==> src/include/serial_port_pkg.sv <==
// Shared constants for the framed synchronous serial port pair.
// Assumes a 14-bit data-memory word address and 16-bit data words.
package serial_port_pkg;
  localparam int DATA_WIDTH = 16;
  localparam int ADDR_WIDTH = 14;
  localparam int LEN_WIDTH = 5;
  localparam int BUFFER_DEPTH = 2;

  // Memory-mapped configuration register addresses
  localparam logic [13:0] ADDR_PORT1_RX_FRAME_DIVIDER = 14'h3ff0;
  localparam logic [13:0] ADDR_PORT1_BIT_CLOCK_DIVIDER = 14'h3ff1;
  localparam logic [13:0] ADDR_PORT1_CONTROL = 14'h3ff2;
  localparam logic [13:0] ADDR_PORT0_RX_FRAME_DIVIDER = 14'h3ff4;
  localparam logic [13:0] ADDR_PORT0_BIT_CLOCK_DIVIDER = 14'h3ff5;
  localparam logic [13:0] ADDR_PORT0_CONTROL = 14'h3ff6;
  localparam logic [13:0] ADDR_SYSTEM_CONTROL = 14'h3fff;

  // System control fields
  localparam int SYS_PORT0_ENABLE_BIT = 12;
  localparam int SYS_PORT1_ENABLE_BIT = 11;
  localparam int SYS_PORT1_SERIAL_BIT = 10;
  localparam logic [15:0] SYSTEM_CONTROL_RESET = 16'h0400;

  // Port control fields
  localparam int CTL_INTERNAL_CLOCK_SELECT_BIT = 14;
  localparam int CTL_RX_SYNC_REQUIRED_BIT = 13;
  localparam int CTL_TX_SYNC_REQUIRED_BIT = 11;
  localparam int CTL_INTERNAL_TX_SYNC_BIT = 9;
  localparam int CTL_INTERNAL_RX_SYNC_BIT = 8;
  localparam int CTL_WORD_LENGTH_MSB = 3;
  localparam int CTL_WORD_LENGTH_LSB = 0;
  localparam logic [15:0] CONTROL_RESET = 16'h0000;
  localparam logic [15:0] DIVIDER_RESET = 16'h0000;
endpackage : serial_port_pkg

==> src/rtl/sync_serial_port_framing.sv <==
// Two synchronous serial ports with framing, clock generation and register file.
// Assumes all pins are asynchronous to sys_clk and sys_clk is much faster than any bit clock.
`timescale 1ns/1ps

// Behaviour
// - System control bit 12 enables port 0, bit 11 port 1; both clear at reset.
// - Bit 10 one makes port 1 serial; zero gives interrupt and flag pins, ignores enable.
// - Port 1 pin-function bit resets to one, serial configuration.
// - Control bit 14 one drives bit clock internally, zero takes it from the pin.
// - Internal clock select clears at reset; ports expect external bit clock.
// - Internal clock starts the cycle after the select is set, enabled or not.
// - Internal bit clock is system clock over two times divider plus one.
// - A new clock divider takes effect from the next bit clock rising edge.
// - Alternate configuration ignores external port 1 clock but still drives internal one.
// - Word length is the four-bit field plus one; software avoids zero and one.
// - Short words are right-justified in transmit and receive data registers.
// - All frame syncs are sampled on the bit clock falling edge.
// - Sync-required bit demands a sync per word; clear means one sync, then continuous.
// - Both sync-required bits clear at reset, so transfers need one sync, then run unframed.
// - Internal sync bits generate the sync and drive its pin, except port 1 in alternate configuration; otherwise the pin inputs.
// - Both internal sync source bits clear at reset; syncs come from outside.
// - With external syncs, transmit and receive wait for their sync before starting.
// - Internal transmit sync only when data waits, driven from the rise that starts the current last bit.
// - Internal receive sync repeats every receive divider plus one bit clocks.
// - Internal syncs work with an external bit clock, dividing it down.
// - Data registers are usable any time; a transmit write readies the port to send.
// - Transmit shifts MSB first, changing the data line on bit clock rising edges.
// - Transmit interrupt when a word's first bit leaves, freeing the register.
// - Each complete received word goes to the receive register with an interrupt.
// - Received bits are latched on the bit clock falling edge.
module sync_serial_port_framing (
  // Clock and reset
  input wire logic sys_clk,
  input wire logic reset_n,
  // Data-memory access to configuration registers
  input wire logic [serial_port_pkg::ADDR_WIDTH-1:0] dm_addr,
  input wire logic [serial_port_pkg::DATA_WIDTH-1:0] dm_wdata,
  input wire logic dm_write,
  input wire logic dm_read,
  output logic [serial_port_pkg::DATA_WIDTH-1:0] dm_rdata,
  // Transmit data registers, one valid/ready pair per port
  input wire logic [serial_port_pkg::DATA_WIDTH-1:0] port0_transmit_data,
  input wire logic [serial_port_pkg::DATA_WIDTH-1:0] port1_transmit_data,
  input wire logic [1:0] tx_valid,
  output logic [1:0] tx_ready,
  // Receive data registers and events
  output logic [serial_port_pkg::DATA_WIDTH-1:0] port0_receive_data,
  output logic [serial_port_pkg::DATA_WIDTH-1:0] port1_receive_data,
  output logic [1:0] tx_interrupt,
  output logic [1:0] rx_interrupt,
  // Serial pins, index is the port number
  input wire logic [1:0] bit_clock_in,
  output logic [1:0] bit_clock_out,
  output logic [1:0] bit_clock_oe_n,
  input wire logic [1:0] receive_frame_sync_in,
  output logic [1:0] receive_frame_sync_out,
  output logic [1:0] receive_frame_sync_oe_n,
  input wire logic [1:0] transmit_frame_sync_in,
  output logic [1:0] transmit_frame_sync_out,
  output logic [1:0] transmit_frame_sync_oe_n,
  input wire logic [1:0] serial_data_in,
  output logic [1:0] serial_data_out,
  output logic [1:0] serial_data_oe_n,
  // Port 1 alternate pin functions
  output logic external_interrupt_zero,
  output logic external_interrupt_one,
  output logic flag_input
);
  import serial_port_pkg::*;

  logic [15:0] sys_ctl_q;
  logic [15:0] ctl_q [2];
  logic [15:0] clk_div_q [2];
  logic [15:0] frame_div_q [2];
  logic [15:0] rx_word_q [2];
  logic [1:0] port_active;
  logic alt_pins;
  logic [1:0] clk_sy [2];
  logic [1:0] rfs_sy [2];
  logic [1:0] tfs_sy [2];
  logic [1:0] dr_sy [2];

  assign alt_pins = ~sys_ctl_q[SYS_PORT1_SERIAL_BIT];
  assign port_active[0] = sys_ctl_q[SYS_PORT0_ENABLE_BIT];
  assign port_active[1] = sys_ctl_q[SYS_PORT1_ENABLE_BIT] & ~alt_pins;
  assign port0_receive_data = rx_word_q[0];
  assign port1_receive_data = rx_word_q[1];

  // Configuration register writes
  always_ff @(posedge sys_clk or negedge reset_n) begin
    if (!reset_n) begin
      sys_ctl_q <= SYSTEM_CONTROL_RESET;
      for (int i = 0; i < 2; i++) begin
        ctl_q[i] <= CONTROL_RESET;
        clk_div_q[i] <= DIVIDER_RESET;
        frame_div_q[i] <= DIVIDER_RESET;
      end
    end else if (dm_write) begin
      unique case (dm_addr)
        ADDR_PORT1_RX_FRAME_DIVIDER: frame_div_q[1] <= dm_wdata;
        ADDR_PORT1_BIT_CLOCK_DIVIDER: clk_div_q[1] <= dm_wdata;
        ADDR_PORT1_CONTROL: ctl_q[1] <= dm_wdata;
        ADDR_PORT0_RX_FRAME_DIVIDER: frame_div_q[0] <= dm_wdata;
        ADDR_PORT0_BIT_CLOCK_DIVIDER: clk_div_q[0] <= dm_wdata;
        ADDR_PORT0_CONTROL: ctl_q[0] <= dm_wdata;
        ADDR_SYSTEM_CONTROL: sys_ctl_q <= dm_wdata;
        default: ;
      endcase
    end
  end

  // Registered read; unmapped addresses return zero
  always_ff @(posedge sys_clk or negedge reset_n) begin
    if (!reset_n) begin
      dm_rdata <= '0;
    end else if (dm_read) begin
      unique case (dm_addr)
        ADDR_PORT1_RX_FRAME_DIVIDER: dm_rdata <= frame_div_q[1];
        ADDR_PORT1_BIT_CLOCK_DIVIDER: dm_rdata <= clk_div_q[1];
        ADDR_PORT1_CONTROL: dm_rdata <= ctl_q[1];
        ADDR_PORT0_RX_FRAME_DIVIDER: dm_rdata <= frame_div_q[0];
        ADDR_PORT0_BIT_CLOCK_DIVIDER: dm_rdata <= clk_div_q[0];
        ADDR_PORT0_CONTROL: dm_rdata <= ctl_q[0];
        ADDR_SYSTEM_CONTROL: dm_rdata <= sys_ctl_q;
        default: dm_rdata <= '0;
      endcase
    end
  end

  // Port 1 alternate inputs come off the same synchronisers
  always_ff @(posedge sys_clk or negedge reset_n) begin
    if (!reset_n) begin
      external_interrupt_zero <= 1'b0;
      external_interrupt_one <= 1'b0;
      flag_input <= 1'b0;
    end else begin
      external_interrupt_zero <= alt_pins & rfs_sy[1][1];
      external_interrupt_one <= alt_pins & tfs_sy[1][1];
      flag_input <= alt_pins & dr_sy[1][1];
    end
  end

  for (genvar p = 0; p < 2; p++) begin : g_port
    logic internal_clock_select, internal_rx_sync, internal_tx_sync, rfs_req, tfs_req, alt;
    logic [4:0] len;
    logic [15:0] len_mask;
    logic [15:0] gen_cnt_q, gen_div_q;
    logic gen_clk_q, clk_now, clk_prev_q, rise, fall;
    logic rfs_seen, tfs_seen;
    logic [15:0] rfs_cnt_q;
    logic [4:0] rx_cnt_q;
    logic [15:0] rx_shift_q;
    logic rx_started_q, rx_start;
    logic [15:0] buf_q [BUFFER_DEPTH];
    logic buf_wr_q, buf_rd_q;
    logic [1:0] buf_cnt_q, buf_cnt_d;
    logic push, pop, avail_after;
    logic [4:0] tx_cnt_q, tx_cnt_d;
    logic [15:0] tx_shift_q;
    logic tx_go_q, tx_started_q;

    assign alt = (p == 1) && alt_pins;
    assign internal_clock_select = ctl_q[p][CTL_INTERNAL_CLOCK_SELECT_BIT];
    assign internal_rx_sync = ctl_q[p][CTL_INTERNAL_RX_SYNC_BIT];
    assign internal_tx_sync = ctl_q[p][CTL_INTERNAL_TX_SYNC_BIT];
    assign rfs_req = ctl_q[p][CTL_RX_SYNC_REQUIRED_BIT];
    assign tfs_req = ctl_q[p][CTL_TX_SYNC_REQUIRED_BIT];
    assign len = LEN_WIDTH'(ctl_q[p][CTL_WORD_LENGTH_MSB:CTL_WORD_LENGTH_LSB]) + 5'd1;
    assign len_mask = 16'hffff >> (5'd16 - len);

    always_ff @(posedge sys_clk or negedge reset_n) begin
      if (!reset_n) begin
        clk_sy[p] <= '0;
        rfs_sy[p] <= '0;
        tfs_sy[p] <= '0;
        dr_sy[p] <= '0;
      end else begin
        clk_sy[p] <= {clk_sy[p][0], bit_clock_in[p]};
        rfs_sy[p] <= {rfs_sy[p][0], receive_frame_sync_in[p]};
        tfs_sy[p] <= {tfs_sy[p][0], transmit_frame_sync_in[p]};
        dr_sy[p] <= {dr_sy[p][0], serial_data_in[p]};
      end
    end

    // Internal bit clock: half period of divider plus one system cycles
    always_ff @(posedge sys_clk or negedge reset_n) begin
      if (!reset_n) begin
        gen_cnt_q <= '0;
        gen_div_q <= DIVIDER_RESET;
        gen_clk_q <= 1'b0;
      end else if (!internal_clock_select) begin
        gen_cnt_q <= '0;
        gen_div_q <= clk_div_q[p];
        gen_clk_q <= 1'b0;
      end else if (gen_cnt_q == '0) begin
        gen_clk_q <= ~gen_clk_q;
        if (!gen_clk_q) begin
          gen_div_q <= clk_div_q[p];
          gen_cnt_q <= clk_div_q[p];
        end else begin
          gen_cnt_q <= gen_div_q;
        end
      end else begin
        gen_cnt_q <= gen_cnt_q - 16'h0001;
      end
    end
    assign bit_clock_out[p] = gen_clk_q;

    // External clock on the alternate pin reads as a stopped clock
    assign clk_now = internal_clock_select ? gen_clk_q : (alt ? 1'b0 : clk_sy[p][1]);
    assign rise = clk_now & ~clk_prev_q;
    assign fall = ~clk_now & clk_prev_q;
    assign rfs_seen = internal_rx_sync ? receive_frame_sync_out[p] : (~alt & rfs_sy[p][1]);
    assign tfs_seen = internal_tx_sync ? transmit_frame_sync_out[p] : (~alt & tfs_sy[p][1]);

    always_ff @(posedge sys_clk or negedge reset_n) begin
      if (!reset_n) begin
        clk_prev_q <= 1'b0;
        bit_clock_oe_n[p] <= 1'b1;
        receive_frame_sync_oe_n[p] <= 1'b1;
        transmit_frame_sync_oe_n[p] <= 1'b1;
        serial_data_oe_n[p] <= 1'b1;
      end else begin
        clk_prev_q <= clk_now;
        bit_clock_oe_n[p] <= ~internal_clock_select;
        receive_frame_sync_oe_n[p] <= ~(internal_rx_sync & ~alt);
        transmit_frame_sync_oe_n[p] <= ~(internal_tx_sync & ~alt);
        serial_data_oe_n[p] <= ~port_active[p];
      end
    end

    // Periodic receive sync, one bit clock wide
    always_ff @(posedge sys_clk or negedge reset_n) begin
      if (!reset_n) begin
        rfs_cnt_q <= '0;
        receive_frame_sync_out[p] <= 1'b0;
      end else if (!port_active[p] || !internal_rx_sync) begin
        rfs_cnt_q <= '0;
        receive_frame_sync_out[p] <= 1'b0;
      end else if (fall) begin
        if (rfs_cnt_q == '0) begin
          receive_frame_sync_out[p] <= 1'b1;
          rfs_cnt_q <= frame_div_q[p];
        end else begin
          receive_frame_sync_out[p] <= 1'b0;
          rfs_cnt_q <= rfs_cnt_q - 16'h0001;
        end
      end
    end

    // Receive: sync seen at a fall, bits taken from the following falls
    assign rx_start = (rx_cnt_q <= 5'd1) & (rfs_seen | (~rfs_req & rx_started_q));

    always_ff @(posedge sys_clk or negedge reset_n) begin
      if (!reset_n) begin
        rx_cnt_q <= '0;
        rx_shift_q <= '0;
        rx_started_q <= 1'b0;
        rx_word_q[p] <= '0;
        rx_interrupt[p] <= 1'b0;
      end else if (!port_active[p]) begin
        rx_cnt_q <= '0;
        rx_started_q <= 1'b0;
        rx_interrupt[p] <= 1'b0;
      end else begin
        rx_interrupt[p] <= 1'b0;
        if (fall) begin
          if (rx_cnt_q != '0) begin
            rx_shift_q <= {rx_shift_q[14:0], dr_sy[p][1]};
          end
          if (rx_cnt_q == 5'd1) begin
            rx_word_q[p] <= {rx_shift_q[14:0], dr_sy[p][1]} & len_mask;
            rx_interrupt[p] <= 1'b1;
          end
          if (rx_start) begin
            rx_cnt_q <= len;
            rx_started_q <= 1'b1;
          end else if (rx_cnt_q != '0) begin
            rx_cnt_q <= rx_cnt_q - 5'd1;
          end
        end
      end
    end

    // Two-entry transmit buffer; full stalls the writer through tx_ready
    assign push = tx_valid[p] & tx_ready[p];
    assign pop = rise & tx_go_q;

    always_comb begin
      buf_cnt_d = buf_cnt_q;
      if (push && !pop) begin
        buf_cnt_d = buf_cnt_q + 2'd1;
      end else if (pop && !push) begin
        buf_cnt_d = buf_cnt_q - 2'd1;
      end
      avail_after = pop ? (buf_cnt_q == 2'd2) : (buf_cnt_q != 2'd0);
      tx_cnt_d = tx_cnt_q;
      if (pop) begin
        tx_cnt_d = len;
      end else if (rise && tx_cnt_q != '0) begin
        tx_cnt_d = tx_cnt_q - 5'd1;
      end
    end

    always_ff @(posedge sys_clk or negedge reset_n) begin
      if (!reset_n) begin
        buf_wr_q <= 1'b0;
        buf_rd_q <= 1'b0;
        buf_cnt_q <= '0;
        tx_ready[p] <= 1'b1;
        for (int i = 0; i < BUFFER_DEPTH; i++) begin
          buf_q[i] <= '0;
        end
      end else begin
        if (push) begin
          buf_q[buf_wr_q] <= (p == 0) ? port0_transmit_data : port1_transmit_data;
          buf_wr_q <= ~buf_wr_q;
        end
        if (pop) begin
          buf_rd_q <= ~buf_rd_q;
        end
        buf_cnt_q <= buf_cnt_d;
        tx_ready[p] <= buf_cnt_d != 2'd2;
      end
    end

    // Transmit: decision at a fall, first bit driven at the next rise
    always_ff @(posedge sys_clk or negedge reset_n) begin
      if (!reset_n) begin
        tx_cnt_q <= '0;
        tx_shift_q <= '0;
        tx_go_q <= 1'b0;
        tx_started_q <= 1'b0;
        tx_interrupt[p] <= 1'b0;
        transmit_frame_sync_out[p] <= 1'b0;
      end else if (!port_active[p]) begin
        tx_cnt_q <= '0;
        tx_go_q <= 1'b0;
        tx_started_q <= 1'b0;
        tx_interrupt[p] <= 1'b0;
        transmit_frame_sync_out[p] <= 1'b0;
      end else begin
        tx_interrupt[p] <= pop;
        tx_cnt_q <= tx_cnt_d;
        if (fall && !tx_go_q && tx_cnt_q <= 5'd1 && buf_cnt_q != 2'd0 &&
            (tfs_seen || (!tfs_req && tx_started_q))) begin
          tx_go_q <= 1'b1;
          tx_started_q <= 1'b1;
        end else if (pop) begin
          tx_go_q <= 1'b0;
        end
        if (pop) begin
          tx_shift_q <= buf_q[buf_rd_q] << (5'd16 - len);
        end else if (rise && tx_cnt_q > 5'd1) begin
          tx_shift_q <= {tx_shift_q[14:0], 1'b0};
        end
        if (rise) begin
          transmit_frame_sync_out[p] <= internal_tx_sync & avail_after & (tx_cnt_d <= 5'd1);
        end
      end
    end
    assign serial_data_out[p] = tx_shift_q[15];
  end
endmodule : sync_serial_port_framing

==> config.mk <==
export PLATFORM = sky130hd
export DESIGN_NAME = sync_serial_port_framing
export DESIGN_NICKNAME = d
export VERILOG_FILES = /design/src/include/serial_port_pkg.sv /design/src/rtl/sync_serial_port_framing.sv
export SDC_FILE = /design/constraint.sdc
export NUM_CORES = 1
export LEC_CHECK = 0
export BUFFER_PORTS_ARGS = -buffer_cell sky130_fd_sc_hd__buf_4
export CORE_ASPECT_RATIO = 0.6
export CORE_MARGIN = 10
export CORE_UTILIZATION = 55
export DETAILED_ROUTE_END_ITERATION = 12
export GPL_ROUTABILITY_DRIVEN = 0
export HOLD_SLACK_MARGIN = 0.06
export PLACE_DENSITY_LB_ADDON = 0.05
export SYNTH_ARGS = -nofsm -noshare
export SYNTH_HDL_FRONTEND = slang
export SYNTH_SLANG_ARGS = --single-unit
==> constraint.sdc <==
create_clock -name sys_clk -period 8.4 [get_ports sys_clk]
set_input_delay 0.42 -clock sys_clk [delete_from_list [all_inputs] [get_ports sys_clk]]
set_output_delay 0.42 -clock sys_clk [all_outputs]
set_load 0.05 [all_outputs]
# After elaboration in Yosys (flattened, before gate mapping)
# Cells that the tools add are included.
# W data, S select, Z words.
totals:
  register_bits: 457
  latchBits: 0
  ram_bits: 0
  mem_bits_ro: 0
  in_bits: 76
  out_inout_bits: 73
  word_cells: 352
  mem_count: 0
classes:
  n_addsub: 16
  multipliers: 0
  div_mod_pow: 0
  order_cmp: 14
  n_eq_ne: 27
  n_shift: 4
  mux: 98
  bitwise: 53
  reduce_logical: 67
op_table:
  columns: ["operator", "count"]
  rows:
  - ["$mux W16", 28]
  - ["$pmux W16 S7", 1]
  - ["$eq A14 B14 Y1 const B", 7]
  - ["$mux W5", 14]
  - ["$bwmux W32", 2]
  - ["$logic_not A16 Y1", 4]
  - ["$sub A16 B1 Y16 const B", 4]
  - ["$mux W1", 47]
  - ["$and A16 B16 Y16", 2]
  - ["$demux W16 S1", 2]
  - ["$shl A16 B5 Y16", 2]
  - ["$shr A16 B5 Y16 const A", 2]
  - ["$le A5 B1 Y1 const B", 6]
  - ["$reduce_and A2 Y1", 13]
  - ["$and A1 B1 Y1", 24]
  - ["$not A1 Y1", 21]
  - ["$logic_and A1 B1 Y1", 20]
  - ["$ne A2 B1 Y1 const B", 10]
  - ["$reduce_bool A5 Y1", 4]
  - ["$sub A5 B1 Y5 const B", 4]
  - ["$logic_not A1 Y1", 12]
  - ["$ne A3 B1 Y1 const B", 4]
  - ["$reduce_and A3 Y1", 4]
  - ["$reduce_bool A2 Y1", 6]
  - ["14 further kinds", 36]

# Depth between registers and ports, before layout
depth:
  word_depth: 10
  ltp_mapped: 11

# Worst setup path before layout
# Ideal clock, no wire load.
synth_path:
  kind: "register to register"
  start: "register ctl_q[16] (netlist bit)"
  end: "register g_port[0].tx_shift_q[14]"
  arrival_time_ps: 3037
  required_ps: 8331
  path_slack_ps: 5293
  stages_incl_launch_ff: 11
  n_path_buf: 2
  synth_period_minus_slack_ps: 3107
  path_cell_list: "dfrtp_1 buf_2 inv_2 ha_1 buf_2 a211oi_1 o21ai_4 xnor2_2 mux4_2 a2111o_1 nand3_1"
synth_via:
  elab_chain_cells: 4
synth_rtl:
  columns: ["element", "line", "rtl"]
  rows:
  - ["start, declared", "sync_serial_port_framing.sv:72", "logic [15:0] ctl_q [2];"]
  - ["$add A4 B1 Y5", "sync_serial_port_framing.sv:168", "assign len = LEN_WIDTH'(ctl_q[p][CTL_WORD_LENGTH_MSB:CTL_WORD_LENGTH_LSB]) + 5'd1;"]
  - ["$sub A5 B5 Y5", "sync_serial_port_framing.sv:353", "tx_shift_q <= buf_q[buf_rd_q] << (5'd16 - len);"]
  - ["$shl A16 B5 Y16", "sync_serial_port_framing.sv:353", null]
  - ["$mux W16", "sync_serial_port_framing.sv:352", "if (pop) begin"]
  - ["end signal, assigned", "sync_serial_port_framing.sv:353", null]
  - ["end signal, assigned", "sync_serial_port_framing.sv:355", "tx_shift_q <= {tx_shift_q[14:0], 1'b0};"]
  - ["end, declared", "sync_serial_port_framing.sv:159", "logic [15:0] tx_shift_q;"]
# No other way between the ends.
# A chain may end at the register's enable or synchronous reset.

# Worst setup path in the final report
# Same ends and word-level chain as after synthesis.

==> flow_summary.yaml <==
critical_path:
  path_cells: "inv_2 -> ha_1 -> a211oi_1 -> o21ai_4 -> xnor2_2 -> buf_4 -> mux4_2 -> a2111o_1 -> nand3_1"
  end_kind: "flip-flop"
  path_delay_family: "compound AO/OA/AOI/OAI gates"
  rrSetupSlack_ns: 4.39
  cp_max_fo: 21
  slowest_stage: "dfrtp_1"
  crit_buf_inv: 2
  start_kind: "flip-flop"
  path_class: "flip-flop to flip-flop"
  critPathMaxStageDelay_ns: 0.90
  crit_arrival_ns: 4.49
  crit_required_ns: 8.88
finish:
  drive_gt1_share_pct: 17.8
  multi_input_area_um2: 10600
  fillers: 3317
  nets: 2283
  final_common_cell: "dfrtp_1"
  postLayoutCoreUtil_pct: 63.1
  final_cell_count_no_fill: 2741
  final_cell_mix: "dfrtp_1 (446), nand2_1 (187), buf_4 (162), nor2_1 (151), mux2_1 (149)"
  final-seq-area_um2: 11400
  syn2layout_area_growth_pct: 12.9
synthesis:
  syn_avg_cell_area_um2: 11.0
  syn_nets: 2178
  yosys_register_bits: 457
  synth_edf_count: 0
  async_flop_share_pct: 100
  syn_area_um2: 22700
  ys_types: 88
  yosysSeqAreaShare_pct: 50.4
  netlist_instances: 2072
  synth_ff_type: "dfrtp_1"
  yosys_warnings: 0
clock_tree:
  htreeDepth: 2
  clock_sinks: 457
  clock_latency_ns: 0.55
  cts_buffers: 44
  post_cts_buffers: 0
  clk_pin_slew_ns: 0.06
  root_buffer: "clkbuf_16"
  hold_buffers: 9
  clockBufferDepth: 3
  cts_resized: 0
  tritoncts: "done"
placed_design:
  dp.cells: 2653
  portBuffers: 148
  hpwl_mm: 45.6
  dp_worst_setup_slack_ns: 4.43
grt:
  grt.total_usage_pct: 25.1
  antenna_found_initial: 1
  grt_pass1_wl_mm: 99.4
  grt_overflow: 0
  grt_pass1_vias: 17000
  grt_max_degree: 153
sta:
  rsz0062_at_grt: "false"
  relSlewSlack_pct: 21.4
  timing.final.crit_share_pct: 47.7
  skew_ns: 0.0128
  period_needed_ns: 4.01
  timing.final.ws_setup_ns: 4.39
  finalHoldViolCount: 0
  slew_violations: 0
  tightest_slew_ns: 1.17
  timing.setup.tns_ns: 0
  setup-violations-final: 0
  fmax_mhz: 250
die:
  core_area_um2: 40700
  start_util_pct: 55.9
  die_area_um2: 50100
  die_y_um: 177
  rows: 57
  die_w_um: 282
  ios: 149
route:
  ant_nets: 0
  drc_errors: 0
  drt-initial-drc-count: 2288
  via_count: 17300
  wirelength_mm: 63.4
  viasPerCell: 6.33
  wire_per_inst_um: 23.1
  drt-pass1-iter-count: 6
outcome:
  status: "finished clean"
run:
  maxCapViolations: 0
power:
  peakVddDrop_mv: 0.178
  p_leak_nw: 11.5
  finalPower_mw: 5.24
  power_density_nw_per_um2: 204
hold_path:
  hp-class: "input port to flip-flop"
registers in the layout, indices dropped and copies added, names as in the netlist, 4 cells and up:
signal and cells:
clk_div_q 32, clk_sy 4, ctl_q 32, dm_rdata 16, dr_sy 4, frame_div_q 32
g_port.buf_cnt_q 4, g_port.buf_q 64, g_port.gen_cnt_q 32, g_port.gen_div_q 32, g_port.rfs_cnt_q 32, g_port.rx_cnt_q 10
g_port.rx_shift_q 30, g_port.tx_cnt_q 10, g_port.tx_shift_q 32, port0_receive_data 16, port1_receive_data 16, rfs_sy 4
sys_ctl_q 16, tfs_sy 4
routing by layer:
layer,vias up,part of all wire [%],global-route usage (%)
li1,7810,-,-
met1,8670,47,38.9
met2,766,41,33.8
met3,97,10,7.21
met4,0,2.2,5.83
met5,-,0,0
worst reg2reg max path: stages (launching register included):
cell and delay [ns]:
dfrtp_1 0.90, inv_2 0.27, ha_1 0.64, a211oi_1 0.51, o21ai_4 0.13, xnor2_2 0.15
buf_4 0.27, mux4_2 0.57, a2111o_1 0.42, nand3_1 0.09
cells in the mapped netlist, drive strengths merged, types with 7 or more instances:
cell	number	share of area [%]
and3	14	0.39
nand2b	12	0.33
a222oi	10	0.44
o31ai	15	0.50
a32o	9	0.40
xnor2	24	0.99
a21oi	75	1.7
nor3	56	1.3
a31oi	20	0.55
mux2i	83	3.7
inv	55	0.91
xor2	17	0.66
nor3b	7	0.23
dfstp	11	1.3
dfrtp	446	49
nand3	39	0.88
ha	30	1.7
nand4	10	0.28
nand2	189	3.1
o21ai	126	2.8
clkbuf	76	1.3
mux2	249	12
a22oi	38	1.3
or4	11	0.38
nor2b	23	0.63
nor4	28	0.91
or3	7	0.19
a221oi	7	0.27
mux4	20	2.0
buf	39	0.90
a211oi	51	1.7
nor2	153	2.6
o211ai	12	0.40
cell type report:
class	instances	share of cell area, %
Tap cell	531	2.59
Multi-Input combinational cell	1440	41.2
Clock inverter	9	0.185
Inverter	60	0.878
Antenna cell	1	0.00976
Sequential cell	457	44.7
Clock buffer	69	5.17
Timing Repair Buffer	174	5.31
report_power, final:
part	switching, mW	total, mW	internal, mW
clock	0.839	1.92	1.08
combinational	0.457	0.828	0.371
sequential	0.0970	2.49	2.39
metrics by stage:
stage	hold slack (ns)	area [um^2]
6_report	0.107	25600
3_5_place_dp	0.339	24200
2_1_floorplan	0.124	22700
4_1_cts	0.0816	25600
5_1_grt	0.0861	25600
3_3_place_gp	0.333	24200
worst paths after layout:
path / from / end / cells after the start
max: ctl_q[16] / g_port[0].tx_shift_q[14] / 9
min: port0_transmit_data[1] / g_port[0].buf_q[1] / 2
max reg2reg: ctl_q[16] / g_port[0].tx_shift_q[14] / 9
min reg2reg: tfs_sy[2] / tfs_sy[3] / 0
max in group asynchronous: reset_n / g_port[1].buf_q[17] / 3
min in group asynchronous: reset_n / port0_receive_data[9] / 2
cell families (layout without fill, tap and decap cells):
family / after synthesis / count (layout) / share of synthesized area [%]
AND/OR/NAND/NOR: 576 / 576 / 12.2
flip-flops: 457 / 457 / 50.4
AO/OA/AOI/OAI: 439 / 439 / 12.9
multiplexers: 352 / 352 / 18.0
buffers and inverters: 175 / 312 / 3.15
XOR/XNOR: 41 / 41 / 1.65
adder cells (fa/ha/maj): 32 / 32 / 1.74
other: 0 / 1 / 0
No activity file was read; power rests on OpenSTA's default activity.
